**config.mk**
```make
export PLATFORM = sky130hd
export DESIGN_NAME = sensor_config_and_status_clear_regs
export DESIGN_NICKNAME = d
export VERILOG_FILES = /design/src/logic/sensor_cfg_pkg.sv /design/src/logic/level_sync.sv /design/src/logic/sensor_config_and_status_clear_regs.sv
export SDC_FILE = /design/constraint.sdc
export NUM_CORES = 1
export LEC_CHECK = 0
export BUFFER_PORTS_ARGS = -buffer_cell sky130_fd_sc_hd__buf_2
export CAP_MARGIN = 20
export CORE_AREA = 3 3 63 65
export CTS_CLUSTER_DIAMETER = 80
export DETAILED_ROUTE_END_ITERATION = 16
export DIE_AREA = 0 0 66 68
export PLACE_DENSITY_LB_ADDON = 0.12
export SYNTH_ARGS = -nofsm -noshare
export SYNTH_HDL_FRONTEND = slang
export SYNTH_SLANG_ARGS = --single-unit
```
**constraint.sdc**
```tcl
create_clock -name mclk -period 0.8 [get_ports mclk]
set_input_delay 0.16 -clock mclk [delete_from_list [all_inputs] [get_ports mclk]]
set_output_delay 0.16 -clock mclk [all_outputs]
set_load 0.03 [all_outputs]
```
**src/logic/sensor_cfg_pkg.sv**
```systemverilog
// Constants and carrier types for the sensor configuration and status-clear register bank.
// Assumes a serial front end that decodes bus transactions into register strobes and CCC events.
package sensor_cfg_pkg;

   // Register offsets
   localparam logic [7:0] HOST_ID_CONFIG_ADDR = 8'h04;
   localparam logic [7:0] DEVICE_CONFIG_ADDR = 8'h12;
   localparam logic [7:0] TEMP_STATUS_CLEAR_ADDR = 8'h13;
   localparam logic [7:0] ERROR_STATUS_CLEAR_ADDR = 8'h14;
   localparam logic [7:0] SENSED_TEMP_LOW_BYTE_ADDR = 8'h31;

   // Reset values
   localparam logic [7:0] HOST_ID_CONFIG_RESET = 8'h0e;
   localparam logic [2:0] HOST_ASSIGNED_CODE_RESET = 3'h7;
   localparam logic [7:0] DEVICE_CONFIG_RESET = 8'h00;

   // Field positions inside device_config
   localparam int PACKET_CHECK_ENABLE_BIT = 7;
   localparam int PARITY_CHECK_DISABLE_BIT = 6;
   localparam int PROTOCOL_INDICATOR_BIT = 5;
   localparam int DEFAULT_POINTER_ENABLE_BIT = 4;
   localparam int DEFAULT_POINTER_START_LSB = 2;
   localparam int DEFAULT_BURST_LENGTH_BIT = 1;
   // Field position of the host-assigned code inside host_id_config
   localparam int HOST_ASSIGNED_CODE_LSB = 1;

   // Default pointer start code and burst sizes
   localparam logic [1:0] START_SENSED_TEMP_LOW = 2'h0;
   localparam logic [2:0] BURST_SHORT_BYTES = 3'h2;
   localparam logic [2:0] BURST_LONG_BYTES = 3'h4;

   // Register write strobe from the serial front end
   typedef struct packed {
      logic valid;
      logic [7:0] addr;
      logic [7:0] data;
   } reg_write_t;

   // Bus-level events decoded by the front end, one-cycle pulses
   typedef struct packed {
      logic busReset;
      logic resetDynamicAddr;
      logic setHostId;
      logic [2:0] setHostIdCode;
   } bus_event_t;

endpackage : sensor_cfg_pkg

```
**src/logic/level_sync.sv**
```systemverilog
// Two-flop synchroniser for a level that comes from outside the mclk domain.
// Assumes the level holds for several mclk periods; the first stage feeds only the second.
`timescale 1ns/100ps
`default_nettype none
module level_sync (
   // Clock and reset
   input wire logic mclk,
   input wire logic rst_n,
   // Level in and out
   input wire logic levelIn,
   output logic levelOut
);

   logic stageOne;

   // Resets to a constant; the input is only caught on clock edges
   always_ff @(posedge mclk or negedge rst_n) begin
      if (!rst_n) begin
         stageOne <= 1'b0;
         levelOut <= 1'b0;
      end else begin
         stageOne <= levelIn;
         levelOut <= stageOne;
      end
   end

endmodule : level_sync
`default_nettype wire

```
**src/logic/sensor_config_and_status_clear_regs.sv**
```systemverilog
// Configuration and status-clear register bank of a memory-module temperature sensor.
// Assumes a same-clock serial front end that delivers register writes, reads and CCC events;
// the protocol mode level arrives from the link side and is synchronised here.
`timescale 1ns/100ps
`default_nettype none

// How it works
// - Host-assigned code changes only on SETHID in I2C, RSTDAA in I3C, or bus reset.
// - Bus address is fixed 4-bit class prefix followed by 3-bit host-assigned code.
// - Address configuration register reads 0Eh after reset.
// - Bit 7 enables packet check, bit 6 disables parity check, both reset low.
// - RSTDAA or bus reset returns packet check and parity bits to defaults.
// - Bit 5 is read-only protocol indicator: 0 I2C, 1 I3C basic.
// - Bit 4 set makes reads start at the default register, else host pointer.
// - Bits 3:2 select default start; code 00 is sensed temperature low byte.
// - Bit 1 selects default burst length: 0 two bytes, 1 four bytes.
// - Writing ones to 13h bits 3..0 clears temperature status; bits read zero.
// - Register 13h is a command clearing latest temperature comparison status.
// - Writing ones to 14h bits 1,0 clears checksum and parity faults; read zero.
// - Error clear register acts only in I3C mode.
// - Default start register is sensed temperature low byte at 31h.
module sensor_config_and_status_clear_regs #(
   // Device-class prefix; value is arbitrary
   parameter logic [3:0] FIXED_CLASS_PREFIX = 4'ha
) (
   // Clock and reset
   input wire logic mclk,
   input wire logic rst_n,
   // Protocol mode from the link side, high for I3C basic
   input wire logic i3cModeIn,
   // Register access from the serial front end
   input wire sensor_cfg_pkg::reg_write_t regWrite,
   input wire logic regRead,
   input wire logic [7:0] regReadAddr,
   output logic [7:0] readData,
   // Bus events from the serial front end
   input wire sensor_cfg_pkg::bus_event_t busEvent,
   // Configuration outputs
   output logic [6:0] busAddress,
   output logic packetCheckEnable,
   output logic parityCheckDisable,
   output logic defaultPointerOn,
   output logic [7:0] defaultStartAddr,
   output logic [2:0] defaultBurstBytes,
   // Status clear pulses toward the status registers
   output logic [3:0] clearTempStatus,
   output logic [1:0] clearErrorStatus
);

   typedef struct packed {
      logic [2:0] hostAssignedCode;
      logic pktCheckOn;
      logic parityOff;
      logic ptrEn;
      logic [1:0] ptrStart;
      logic burstLong;
      logic [7:0] rdData;
      logic [3:0] clrTemp;
      logic [1:0] clrErr;
      logic [6:0] busAddr;
      logic [7:0] startAddr;
      logic [2:0] burstBytes;
   } state_t;

   state_t st;
   state_t next_st;
   logic rstSync1;
   logic rstLocal_n;
   logic i3cMode;

   // Reset release through two flops so every flop leaves reset on the same edge
   always_ff @(posedge mclk or negedge rst_n) begin
      if (!rst_n) begin
         rstSync1 <= 1'b0;
         rstLocal_n <= 1'b0;
      end else begin
         rstSync1 <= 1'b1;
         rstLocal_n <= rstSync1;
      end
   end

   // Mode level crosses from the link side
   level_sync modeSync (
      .mclk(mclk),
      .rst_n(rstLocal_n),
      .levelIn(i3cModeIn),
      .levelOut(i3cMode)
   );

   // Read-back images; reserved bits are zero
   function automatic logic [7:0] host_id_image(input logic [2:0] code);
      host_id_image = {4'h0, code, 1'b0};
   endfunction : host_id_image

   function automatic logic [7:0] device_config_image(input state_t s, input logic mode);
      device_config_image = {s.pktCheckOn, s.parityOff, mode, s.ptrEn, s.ptrStart, s.burstLong, 1'b0};
   endfunction : device_config_image

   // Next state
   always_comb begin
      next_st = st;
      next_st.clrTemp = 4'h0;
      next_st.clrErr = 2'h0;
      if (busEvent.busReset || (busEvent.resetDynamicAddr && i3cMode)) begin
         next_st.hostAssignedCode = sensor_cfg_pkg::HOST_ASSIGNED_CODE_RESET;
      end else if (busEvent.setHostId && !i3cMode) begin
         next_st.hostAssignedCode = busEvent.setHostIdCode;
      end
      // Configuration bit writes; reserved and read-only bits dropped
      if (regWrite.valid && regWrite.addr == sensor_cfg_pkg::DEVICE_CONFIG_ADDR) begin
         next_st.pktCheckOn = regWrite.data[sensor_cfg_pkg::PACKET_CHECK_ENABLE_BIT];
         next_st.parityOff = regWrite.data[sensor_cfg_pkg::PARITY_CHECK_DISABLE_BIT];
         next_st.ptrEn = regWrite.data[sensor_cfg_pkg::DEFAULT_POINTER_ENABLE_BIT];
         next_st.ptrStart = regWrite.data[sensor_cfg_pkg::DEFAULT_POINTER_START_LSB +: 2];
         // Stored as written; host keeps it unchanged in I2C mode
         next_st.burstLong = regWrite.data[sensor_cfg_pkg::DEFAULT_BURST_LENGTH_BIT];
      end
      // Defaults restored by RSTDAA or bus reset, winning over a write
      if (busEvent.busReset || busEvent.resetDynamicAddr) begin
         next_st.pktCheckOn = 1'b0;
         next_st.parityOff = 1'b0;
      end
      if (regWrite.valid && regWrite.addr == sensor_cfg_pkg::TEMP_STATUS_CLEAR_ADDR) begin
         next_st.clrTemp = regWrite.data[3:0];
      end
      // Error clear pulses only in I3C mode
      if (regWrite.valid && regWrite.addr == sensor_cfg_pkg::ERROR_STATUS_CLEAR_ADDR && i3cMode) begin
         next_st.clrErr = regWrite.data[1:0];
      end
      // Bus address follows the new code
      next_st.busAddr = {FIXED_CLASS_PREFIX, next_st.hostAssignedCode};
      // Only code 00 is defined; reserved codes fall back to it
      next_st.startAddr = sensor_cfg_pkg::SENSED_TEMP_LOW_BYTE_ADDR;
      next_st.burstBytes = next_st.burstLong ? sensor_cfg_pkg::BURST_LONG_BYTES
                                             : sensor_cfg_pkg::BURST_SHORT_BYTES;
      // Read mux; clear commands and unmapped offsets read zero
      if (!regRead) begin
         next_st.rdData = st.rdData;
      end else if (regReadAddr == sensor_cfg_pkg::HOST_ID_CONFIG_ADDR) begin
         next_st.rdData = host_id_image(st.hostAssignedCode);
      end else if (regReadAddr == sensor_cfg_pkg::DEVICE_CONFIG_ADDR) begin
         next_st.rdData = device_config_image(st, i3cMode);
      end else begin
         next_st.rdData = 8'h00;
      end
   end

   // State register
   always_ff @(posedge mclk or negedge rstLocal_n) begin
      if (!rstLocal_n) begin
         st <= '{hostAssignedCode: sensor_cfg_pkg::HOST_ASSIGNED_CODE_RESET, pktCheckOn: 1'b0, parityOff: 1'b0,
                 ptrEn: 1'b0, ptrStart: sensor_cfg_pkg::START_SENSED_TEMP_LOW, burstLong: 1'b0,
                 rdData: 8'h00, clrTemp: 4'h0, clrErr: 2'h0,
                 busAddr: {FIXED_CLASS_PREFIX, sensor_cfg_pkg::HOST_ASSIGNED_CODE_RESET},
                 startAddr: sensor_cfg_pkg::SENSED_TEMP_LOW_BYTE_ADDR,
                 burstBytes: sensor_cfg_pkg::BURST_SHORT_BYTES};
      end else begin
         st <= next_st;
      end
   end

   // Outputs straight from the state flops
   assign readData = st.rdData;
   assign busAddress = st.busAddr;
   assign packetCheckEnable = st.pktCheckOn;
   assign parityCheckDisable = st.parityOff;
   assign defaultPointerOn = st.ptrEn;
   assign defaultStartAddr = st.startAddr;
   assign defaultBurstBytes = st.burstBytes;
   assign clearTempStatus = st.clrTemp;
   assign clearErrorStatus = st.clrErr;
endmodule : sensor_config_and_status_clear_regs
`default_nettype wire

```
Word-level counts from Yosys, hierarchy flattened
Cells that the tools add are included.
{"block": "totals", "ff_bits": 30, "in_bits": 35, "output_inout_bits": 35, "elab_cells": 39}
{"block": "classes", "eq_ne": 5, "muxes": 9, "reduce_logical": 11}
{"operator": "== test 8 x 5 -> 1 bit, second input constant", "n": 4}
{"operator": "two-way mux 8 bit", "n": 2}
{"operator": "two-way mux 3 bit", "n": 3}
{"operator": "== test 8 x 3 -> 1 bit, second input constant", "n": 1}
{"operator": "logical AND 1 bit", "n": 6}
{"operator": "two-way mux 6 bit", "n": 1}
{"operator": "two-way mux 2 bit", "n": 2}
{"operator": "two-way mux 4 bit", "n": 1}
{"operator": "nonzero test 2 bit", "n": 2}
{"operator": "logical OR 1 bit", "n": 2}
{"operator": "zero test 1 bit", "n": 1}

Longest topological paths before layout
Gate-level depths: netlist (run 1).
{"block": "depth", "ltp_word": 4, "ltp_mapped": 3, "depth_no_buf": 3}

Modules after synthesis
From an unflattened synthesis (run 1), not the netlist that was laid out.
{"block": "hier_totals", "hier_cells": 115, "area_unflattened_um2": 1327.5}
{"mod": "sensor_config_and_status_clear_regs", "n_inst": 1, "cells_each": 113, "area_each_um2": 1277.5, "seq_area_each_um2": 630.6}
{"mod": "level_sync", "n_inst": 1, "cells_each": 2, "area_each_um2": 50.0, "seq_area_each_um2": 50.0}

Worst setup path before layout (run 1)
Ideal clock, no wire load.
{"block": "synth_path", "path_type": "input-to-reg", "from": "input regWrite[13] (netlist bit)", "to": "register with a tool-made name", "setup_time_ps": 125, "t_arrival_ps": 1481, "t_required_ps": 675, "setup_slack_ps": -806, "path_stages": 3, "path_buffers": 0, "path_cell_list": "or4b_4 > nor4_4 > mux2_2"}
{"element": "from (decl)", "line": "sensor_config_and_status_clear_regs.sv:32", "source": "input wire sensor_cfg_pkg::reg_write_t regWrite,"}

==> impl_metrics.tcl, run 1 <==
set metrics [dict create \
    fin_crit_sh 1.51 \
    dieArea_um2 4490 \
    drv_cap 0 \
    required_ns 1.02 \
    postSynthCellCount 117 \
    postLayoutSetupSlackWorst_ns -0.406 \
    clock_skew_ns 0.00434 \
    cts_tree "built" \
    hold_viol_final 0 \
    syn_to_final_growth_pct 58.0 \
    crit_chain "buf_6, or4b_4, nor4_4, buf_6, mux2_4" \
    dieHeight_um 68 \
    top_layer_used "met4" \
    relSlewSlack 0.638 \
    antenna_found_initial 0 \
    utilization 0.636 \
    drt.antenna.violating_nets 0 \
    ys_seq_elements 27 \
    dr.pass1.iters 3 \
    grt_use_total 0.142 \
    initial_core_util 0.402 \
    viasPerCell 4.57 \
    synth_warnings 0 \
    reg2reg_slack_ns -0.35 \
    ys_seq_area_frac 0.499 \
    cp-start-kind "primary input" \
    grt_max_degree 26 \
    grt_pass1_wl_um 4840 \
    status "finished, violations left" \
    cts.clk_slew.worst_paths_ns 0.14 \
    fillerInstances 267 \
    total_leakage_power_nw 1.06 \
    clockBufferDepth 2 \
    ioPinCount 70 \
    holdCritPathClass "in -> reg" \
    finalSetupViolations 44 \
    initialDrtViolationCount 34 \
    slowest_delay_ns 0.56 \
    grt_overflow 0 \
    die_w_um 66 \
    route.detailed.drc 0 \
    layout_min_cycle_time_ns 1.21 \
    rows 21 \
    failed_checks "setup timing" \
    worstPathArrival_ns 1.43 \
    ir_drop_uv 579 \
    r2r-start "modeSync.levelOut" \
    core_area_um2 3390 \
    insertion_delay_ns 0.32 \
    rsz0062_at_grt "yes" \
    netlist_area_um2 1360 \
    fin_cells 235 \
    antenna_cells 0 \
    cts_root_buf "clkbuf_4" \
    place_ws_ns -0.950 \
    cp_max_fo 5 \
    worstMarginPinSlew_ns 0.541 \
    wl_met3_um 235 \
    io_buffers 54 \
    worst-setup-path-type "in -> reg" \
    drive_gt1_frac 0.619 \
    wl_met2_um 1720 \
    clkSinkCount 27 \
    crit_start "regWrite[14]" \
    max_freq_mhz 829 \
    r2r_cells 2 \
    nets 225 \
    power_density_nw_per_um2 1180 \
    dp_hpwl_um 2320 \
    synthDistinctLibCells 29 \
    cts_buffers 3 \
    synth_area_per_cell_um2 11.7 \
    cts_htree_levels 1 \
    r2r-end "clearErrorStatus[0]" \
    dp.cells 212 \
    final_max_slew_viol_count 0 \
    wl_met1_um 1210 \
    endpoint_kind "register" \
    slowest_stage "or4b_4" \
    tns_ns -10.84 \
    route.vias.total 1075 \
    grt_pass1_vias 1116 \
    timing.critical_path.mode_cell "buf_6" \
    wl_per_cell_um 13.6 \
    gp_congestion 0.821 \
    drt-total-wl_um 3200 \
]
==> layer usage <==
metal,vias up,global-route usage
met1,518,0.167
met3,2,0.0197
met2,43,0.259
met4,0,0.0609
met5,-,0
li1,512,-
==> critical path, delay by kind of cell <==
family | cells | cell delay, ns
muxes | 1 | 0.30
and+or+nand+nor | 2 | 0.72
buffers and inverters | 2 | 0.25
==> layout make-up <==
type,instances,area [µm²],share of cell area
Multi-Input combinational cell,66,637,0.296
Inverter,5,18.8,0.00871
Sequential cell,27,681,0.316
Clock buffer,3,22.5,0.0105
Timing Repair Buffer,87,733,0.340
Clock inverter,1,5.00,0.00232
Tap cell,46,57.6,0.0267
==> worst min path at each step <==
| stage | from | endpoint | slack, ns | cells past startpoint |
|---|---|---|---|---|
| after floorplan | rst_n | rstLocal_n | -0.14 | 0 |
| after global placement | rst_n | rstSync1 | -0.05 | 1 |
| after detailed placement | rst_n | rstSync1 | -0.05 | 1 |
| after CTS | regWrite[3] | clearTempStatus[3] | 0.03 | 3 |
| after global routing | regWrite[3] | clearTempStatus[3] | 0.03 | 3 |
| final | regWrite[3] | clearTempStatus[3] | 0.05 | 3 |
==> per-stage QoR <==
| stage | hold WS, ns | power (mW) | cell area [µm²] |
|---|---|---|---|
| after global placement | -0.0549 | 1.87 | 1670 |
| after CTS | 0.0328 | 2.54 | 2030 |
| after floorplan | -0.136 | 1.74 | 1470 |
| final | 0.0488 | 2.55 | 2150 |
| after detailed placement | -0.0496 | 1.88 | 1670 |
| after global routing | 0.0340 | 2.66 | 2150 |
==> cells in the mapped netlist (all sizes together) <==
| library cell | n | area, µm² |
|---|---|---|
| or2b | 2 | 17.5 |
| mux2i | 1 | 10.0 |
| mux2 | 5 | 56.3 |
| a22oi | 2 | 15.0 |
| nor4bb | 1 | 10.0 |
| conb | 2 | 7.51 |
| or4b | 1 | 13.8 |
| nor4 | 4 | 40.0 |
| nand4b | 2 | 17.5 |
| o2bb2ai | 3 | 26.3 |
| nor4b | 1 | 8.76 |
| nand3b | 1 | 7.51 |
| inv | 5 | 18.8 |
| and4b | 2 | 20.0 |
| and3b | 1 | 8.76 |
| nand2b | 4 | 25.0 |
| o31ai | 2 | 15.0 |
| nor2 | 4 | 15.0 |
| or2 | 1 | 6.26 |
| dfrtp | 23 | 576 |
| o22ai | 3 | 18.8 |
| or4bb | 2 | 22.5 |
| dfstp | 4 | 105 |
| nor3b | 1 | 7.51 |
| a22o | 4 | 35.0 |
| nand3 | 1 | 5.00 |
| buf | 32 | 240 |
| a21oi | 3 | 15.0 |
==> report_power, final <==
part / switching, mW / internal, mW
clock: 0.393 / 0.187
combinational: 0.296 / 0.250
sequential: 0.0225 / 1.40
==> timing repair <==
action / in CTS / in global routing
cloned: 0 / 0
hold buffers: 3 / 0
setup endpoints to repair: 37 / 44
resized for setup: 58 / 17
endpoints found under the hold margin: 4 / 0
pin swaps: 7 / 8
setup buffers: 13 / 4
==> sequential cells by signal (all words and copies together), names as in the netlist, named ones only <==
signal	cells
busAddress	3
clearErrorStatus	2
clearTempStatus	4
defaultBurstBytes	1
defaultPointerOn	1
modeSync.levelOut	1
modeSync.stageOne	1
packetCheckEnable	1
parityCheckDisable	1
readData	7
rstLocal_n	1
rstSync1	1
st	2
==> cell usage in the layout, fill, tap and decap left out, types with 2 or more instances in the layout <==
master | Yosys | final
buf_6 | 0 | 34
nor2_1 | 4 | 4
buf_4 | 32 | 16
clkbuf_4 | 0 | 3
or2b_2 | 2 | 2
a22oi_2 | 0 | 2
mux2_4 | 0 | 5
nand2b_1 | 4 | 4
and4b_1 | 2 | 2
inv_1 | 5 | 5
conb_1 | 2 | 15
buf_12 | 0 | 2
a22o_1 | 4 | 4
dfstp_2 | 4 | 4
o31ai_4 | 0 | 2
nor4_4 | 1 | 4
buf_2 | 0 | 32
o2bb2ai_1 | 3 | 2
a21oi_1 | 3 | 2
o22ai_2 | 0 | 3
dlygate4sd3_1 | 0 | 3
dfrtp_1 | 23 | 23
nand4b_1 | 2 | 2
==> kinds of logic (layout without fill, tap and decap cells) <==
logic type / after synthesis / count (layout) / share of synthesized area
simple gates: 28 / 28 / 0.165
other cells: 2 / 15 / 0.00551
buf+inv: 37 / 96 / 0.190
flops: 27 / 27 / 0.499
mux: 6 / 6 / 0.0486
compound gates: 17 / 17 / 0.0917
(Power assumes the default switching activity.)
==> run 2: changes to the inputs <==
--- a/config.mk
+++ b/config.mk
@@ -5,12 +5,13 @@
 export SDC_FILE = /design/constraint.sdc
 export NUM_CORES = 1
 export LEC_CHECK = 0
+export ABC_AREA = 1
 export BUFFER_PORTS_ARGS = -buffer_cell sky130_fd_sc_hd__buf_2
 export CAP_MARGIN = 20
-export CORE_AREA = 3 3 63 65
-export CTS_CLUSTER_DIAMETER = 80
+export CORE_AREA = 3 3 64 66
+export CTS_CLUSTER_DIAMETER = 200
 export DETAILED_ROUTE_END_ITERATION = 16
-export DIE_AREA = 0 0 66 68
+export DIE_AREA = 0 0 67 69
 export PLACE_DENSITY_LB_ADDON = 0.12
 export SYNTH_ARGS = -nofsm -noshare
 export SYNTH_HDL_FRONTEND = slang
==> run 2 against run 1 <==
Against the previous run:
- the run still ends with setup timing left
- largest power group unchanged
- first-iteration DRC count is 12% higher
- area after synthesis is 8.0% higher
- combinational power is 4.8% lower
- count of clock-buffer cells in the layout is 1 higher
- clock skew is 0.0021 ns lower
- synthesized cell count is 49% higher
- register-to-register slack better by 0.09 ns
- routed wire length is 3.4% lower
- worst hold slack better by 0.017 ns
==> impl_metrics.tcl, run 2 <==
set metrics [dict create \
    status "finished, violations left" \
    failed_checks "setup timing" \
    netlist_area_um2 1470 \
    cp_top_family "flip-flops" \
    drv_cap 0 \
    cp_max_fo 2 \
    die_w_um 67 \
    io_buffers 54 \
    crit_start "busAddress[2]" \
    synth_top_family_by_area "simple AND/OR/NAND/NOR gates" \
    drt.antenna.violating_nets 0 \
    required_ns 0.64 \
    cts_tree "built" \
    wl_per_cell_um 10.9 \
    synth-adder-area-share 0 \
    grt_max_degree 26 \
    dieHeight_um 69 \
    grt_pass1_vias 1256 \
    clockBufferDepth 2 \
    largest_register_ffs 7 \
    initial_core_util 0.405 \
    rsz0062_at_grt "yes" \
    layout_min_cycle_time_ns 1.10 \
    finalSetupViolations 29 \
    synthXorXnorAreaFrac 0 \
    total_leakage_power_nw 1.11 \
    hold_viol_final 0 \
    ir_drop_uv 619 \
    final_cell_mix "41 x nand2_1, 33 x buf_2, 26 x buf_6" \
    ioPinCount 70 \
    dieArea_um2 4620 \
    synthDistinctLibCells 23 \
    dp_hpwl_um 2380 \
    r2r-start "busAddress[2]" \
    async_flop_share 1.00 \
    ys_seq_area_frac 0.462 \
    path_buf_inv 1 \
    grt_pass1_wl_um 5170 \
    reg2reg_slack_ns -0.26 \
    utilization 0.561 \
    ys_seq_elements 27 \
    final_max_slew_viol_count 0 \
    max_freq_mhz 908 \
    crit_end "busAddress[2]" \
    post-synth-top-area-cell "dfrtp_1" \
    fin_hold_ws_ns 0.0660 \
    final_common_cell "nand2_1" \
    antenna_cells 0 \
    viasPerCell 4.34 \
    route.detailed.drc 0 \
    cts_htree_levels 1 \
    synth_compound_area_frac 0.0365 \
    worst-setup-path-type "reg -> out" \
    synth_top_area_frac 0.391 \
    cp_num_cells 1 \
    cp-start-kind "register" \
    grt_use_total 0.140 \
    route.vias.total 1233 \
    dr.pass1.iters 4 \
    antenna_found_initial 0 \
    slowest_stage "dfstp_2" \
    clkSinkCount 27 \
    synthMuxAreaShare 0 \
    drive_gt1_frac 0.449 \
    cts_buffers 3 \
    synth-simple-area-share 0.286 \
    worstPathArrival_ns 0.94 \
    power_density_nw_per_um2 1320 \
    r2r-end "readData[3]" \
    synth_edf_count 0 \
    synth_flop_cell "dfrtp_1" \
    totalPowerFinal_mw 2.70 \
    fin_crit_sh 1.38 \
    r2r_cells 6 \
    gp_congestion 0.780 \
    place_ws_ns -0.161 \
    grt_overflow 0 \
    synth_warnings 0 \
    syn_to_final_growth_pct 38.3 \
    cts_root_buf "clkbuf_8" \
    initialDrtViolationCount 38 \
    endpoint_kind "output pin" \
    slowest_delay_ns 0.55 \
    core_area_um2 3630 \
    clock_skew_ns 0.00225 \
    insertion_delay_ns 0.26 \
    synth_area_leaders "dfrtp_1 39%, buf_4 16%, nand2_1 11%, dfstp_2 7.1%, nand3_1 5.4%" \
    synth_area_per_cell_um2 8.46 \
    holdCritPathClass "in -> reg" \
    postSynthCellCount 174 \
    synth_most_common_cell "nand2_1" \
    postLayoutSetupSlackWorst_ns -0.301 \
    cts.clk_slew.worst_paths_ns 0.09 \
    crit_chain "buf_6" \
    drt-total-wl_um 3090 \
    nets 272 \
    ys_top_cells_by_count "45 x nand2_1, 32 x buf_4, 23 x dfrtp_1, 16 x inv_1, 16 x nand3_1" \
    rows 22 \
]
run 2: per-stage QoR:
stage	std cells	setup TNS, ns	instance area (µm²)
5_1_grt	284	-5.92	2040
3_5_place_dp	263	-2.68	1670
2_1_floorplan	187	-0.0300	1530
6_report	284	-4.91	2040
3_3_place_gp	263	-2.03	1670
4_1_cts	279	-4.76	1960
run 2: metal layers:
layer	vias up	GRT usage	part of all wire
met5	-	0	0
li1	618	-	-
met2	35	0.253	0.55
met4	0	0.0473	0.012
met1	576	0.157	0.37
met3	4	0.0326	0.068
run 2: final cells by class:
class	count	area (µm²)
Clock buffer	4	45.0
Multi-Input combinational cell	110	568
Fill cell	357	1600
Inverter	17	63.8
Tap cell	48	60.1
Sequential cell	27	682
Timing Repair Buffer	78	618
run 2: how the worst min path moves through the flow:
stage                     start                   end  slack (ns)  cells after the start
detailed placement        rst_n            rstLocal_n       -0.05                      1
global placement          rst_n            rstLocal_n       -0.05                      1
CTS                 regWrite[1]  defaultBurstBytes[1]        0.06                      2
floorplan                 rst_n            rstLocal_n       -0.14                      0
finish              regWrite[1]  defaultBurstBytes[1]        0.07                      2
global route        regWrite[1]  defaultBurstBytes[1]        0.06                      2
run 2: where the power goes:
group | switching [mW] | internal [mW] | total, mW
logic | 0.315 | 0.204 | 0.520
registers | 0.0258 | 1.41 | 1.43
clock network | 0.387 | 0.356 | 0.743
total | 0.728 | 1.97 | 2.70
run 2: cell families (layout without fill, tap and decap cells):
| kind of cell | Yosys count | after routing |
|---|---|---|
| flip-flops | 27 | 27 |
| AO/OA/AOI/OAI | 10 | 10 |
| buffers and inverters | 50 | 99 |
| AND/OR/NAND/NOR | 85 | 85 |
| other | 2 | 15 |
run 2: repair_timing:
action                                  4_1_cts  5_1_grt
setup buffers                                10        5
pin swaps                                     4        3
endpoints found under the setup margin       30       35
endpoints found under the hold margin         3        0
resized for setup                            50       15
hold buffers                                  2        0
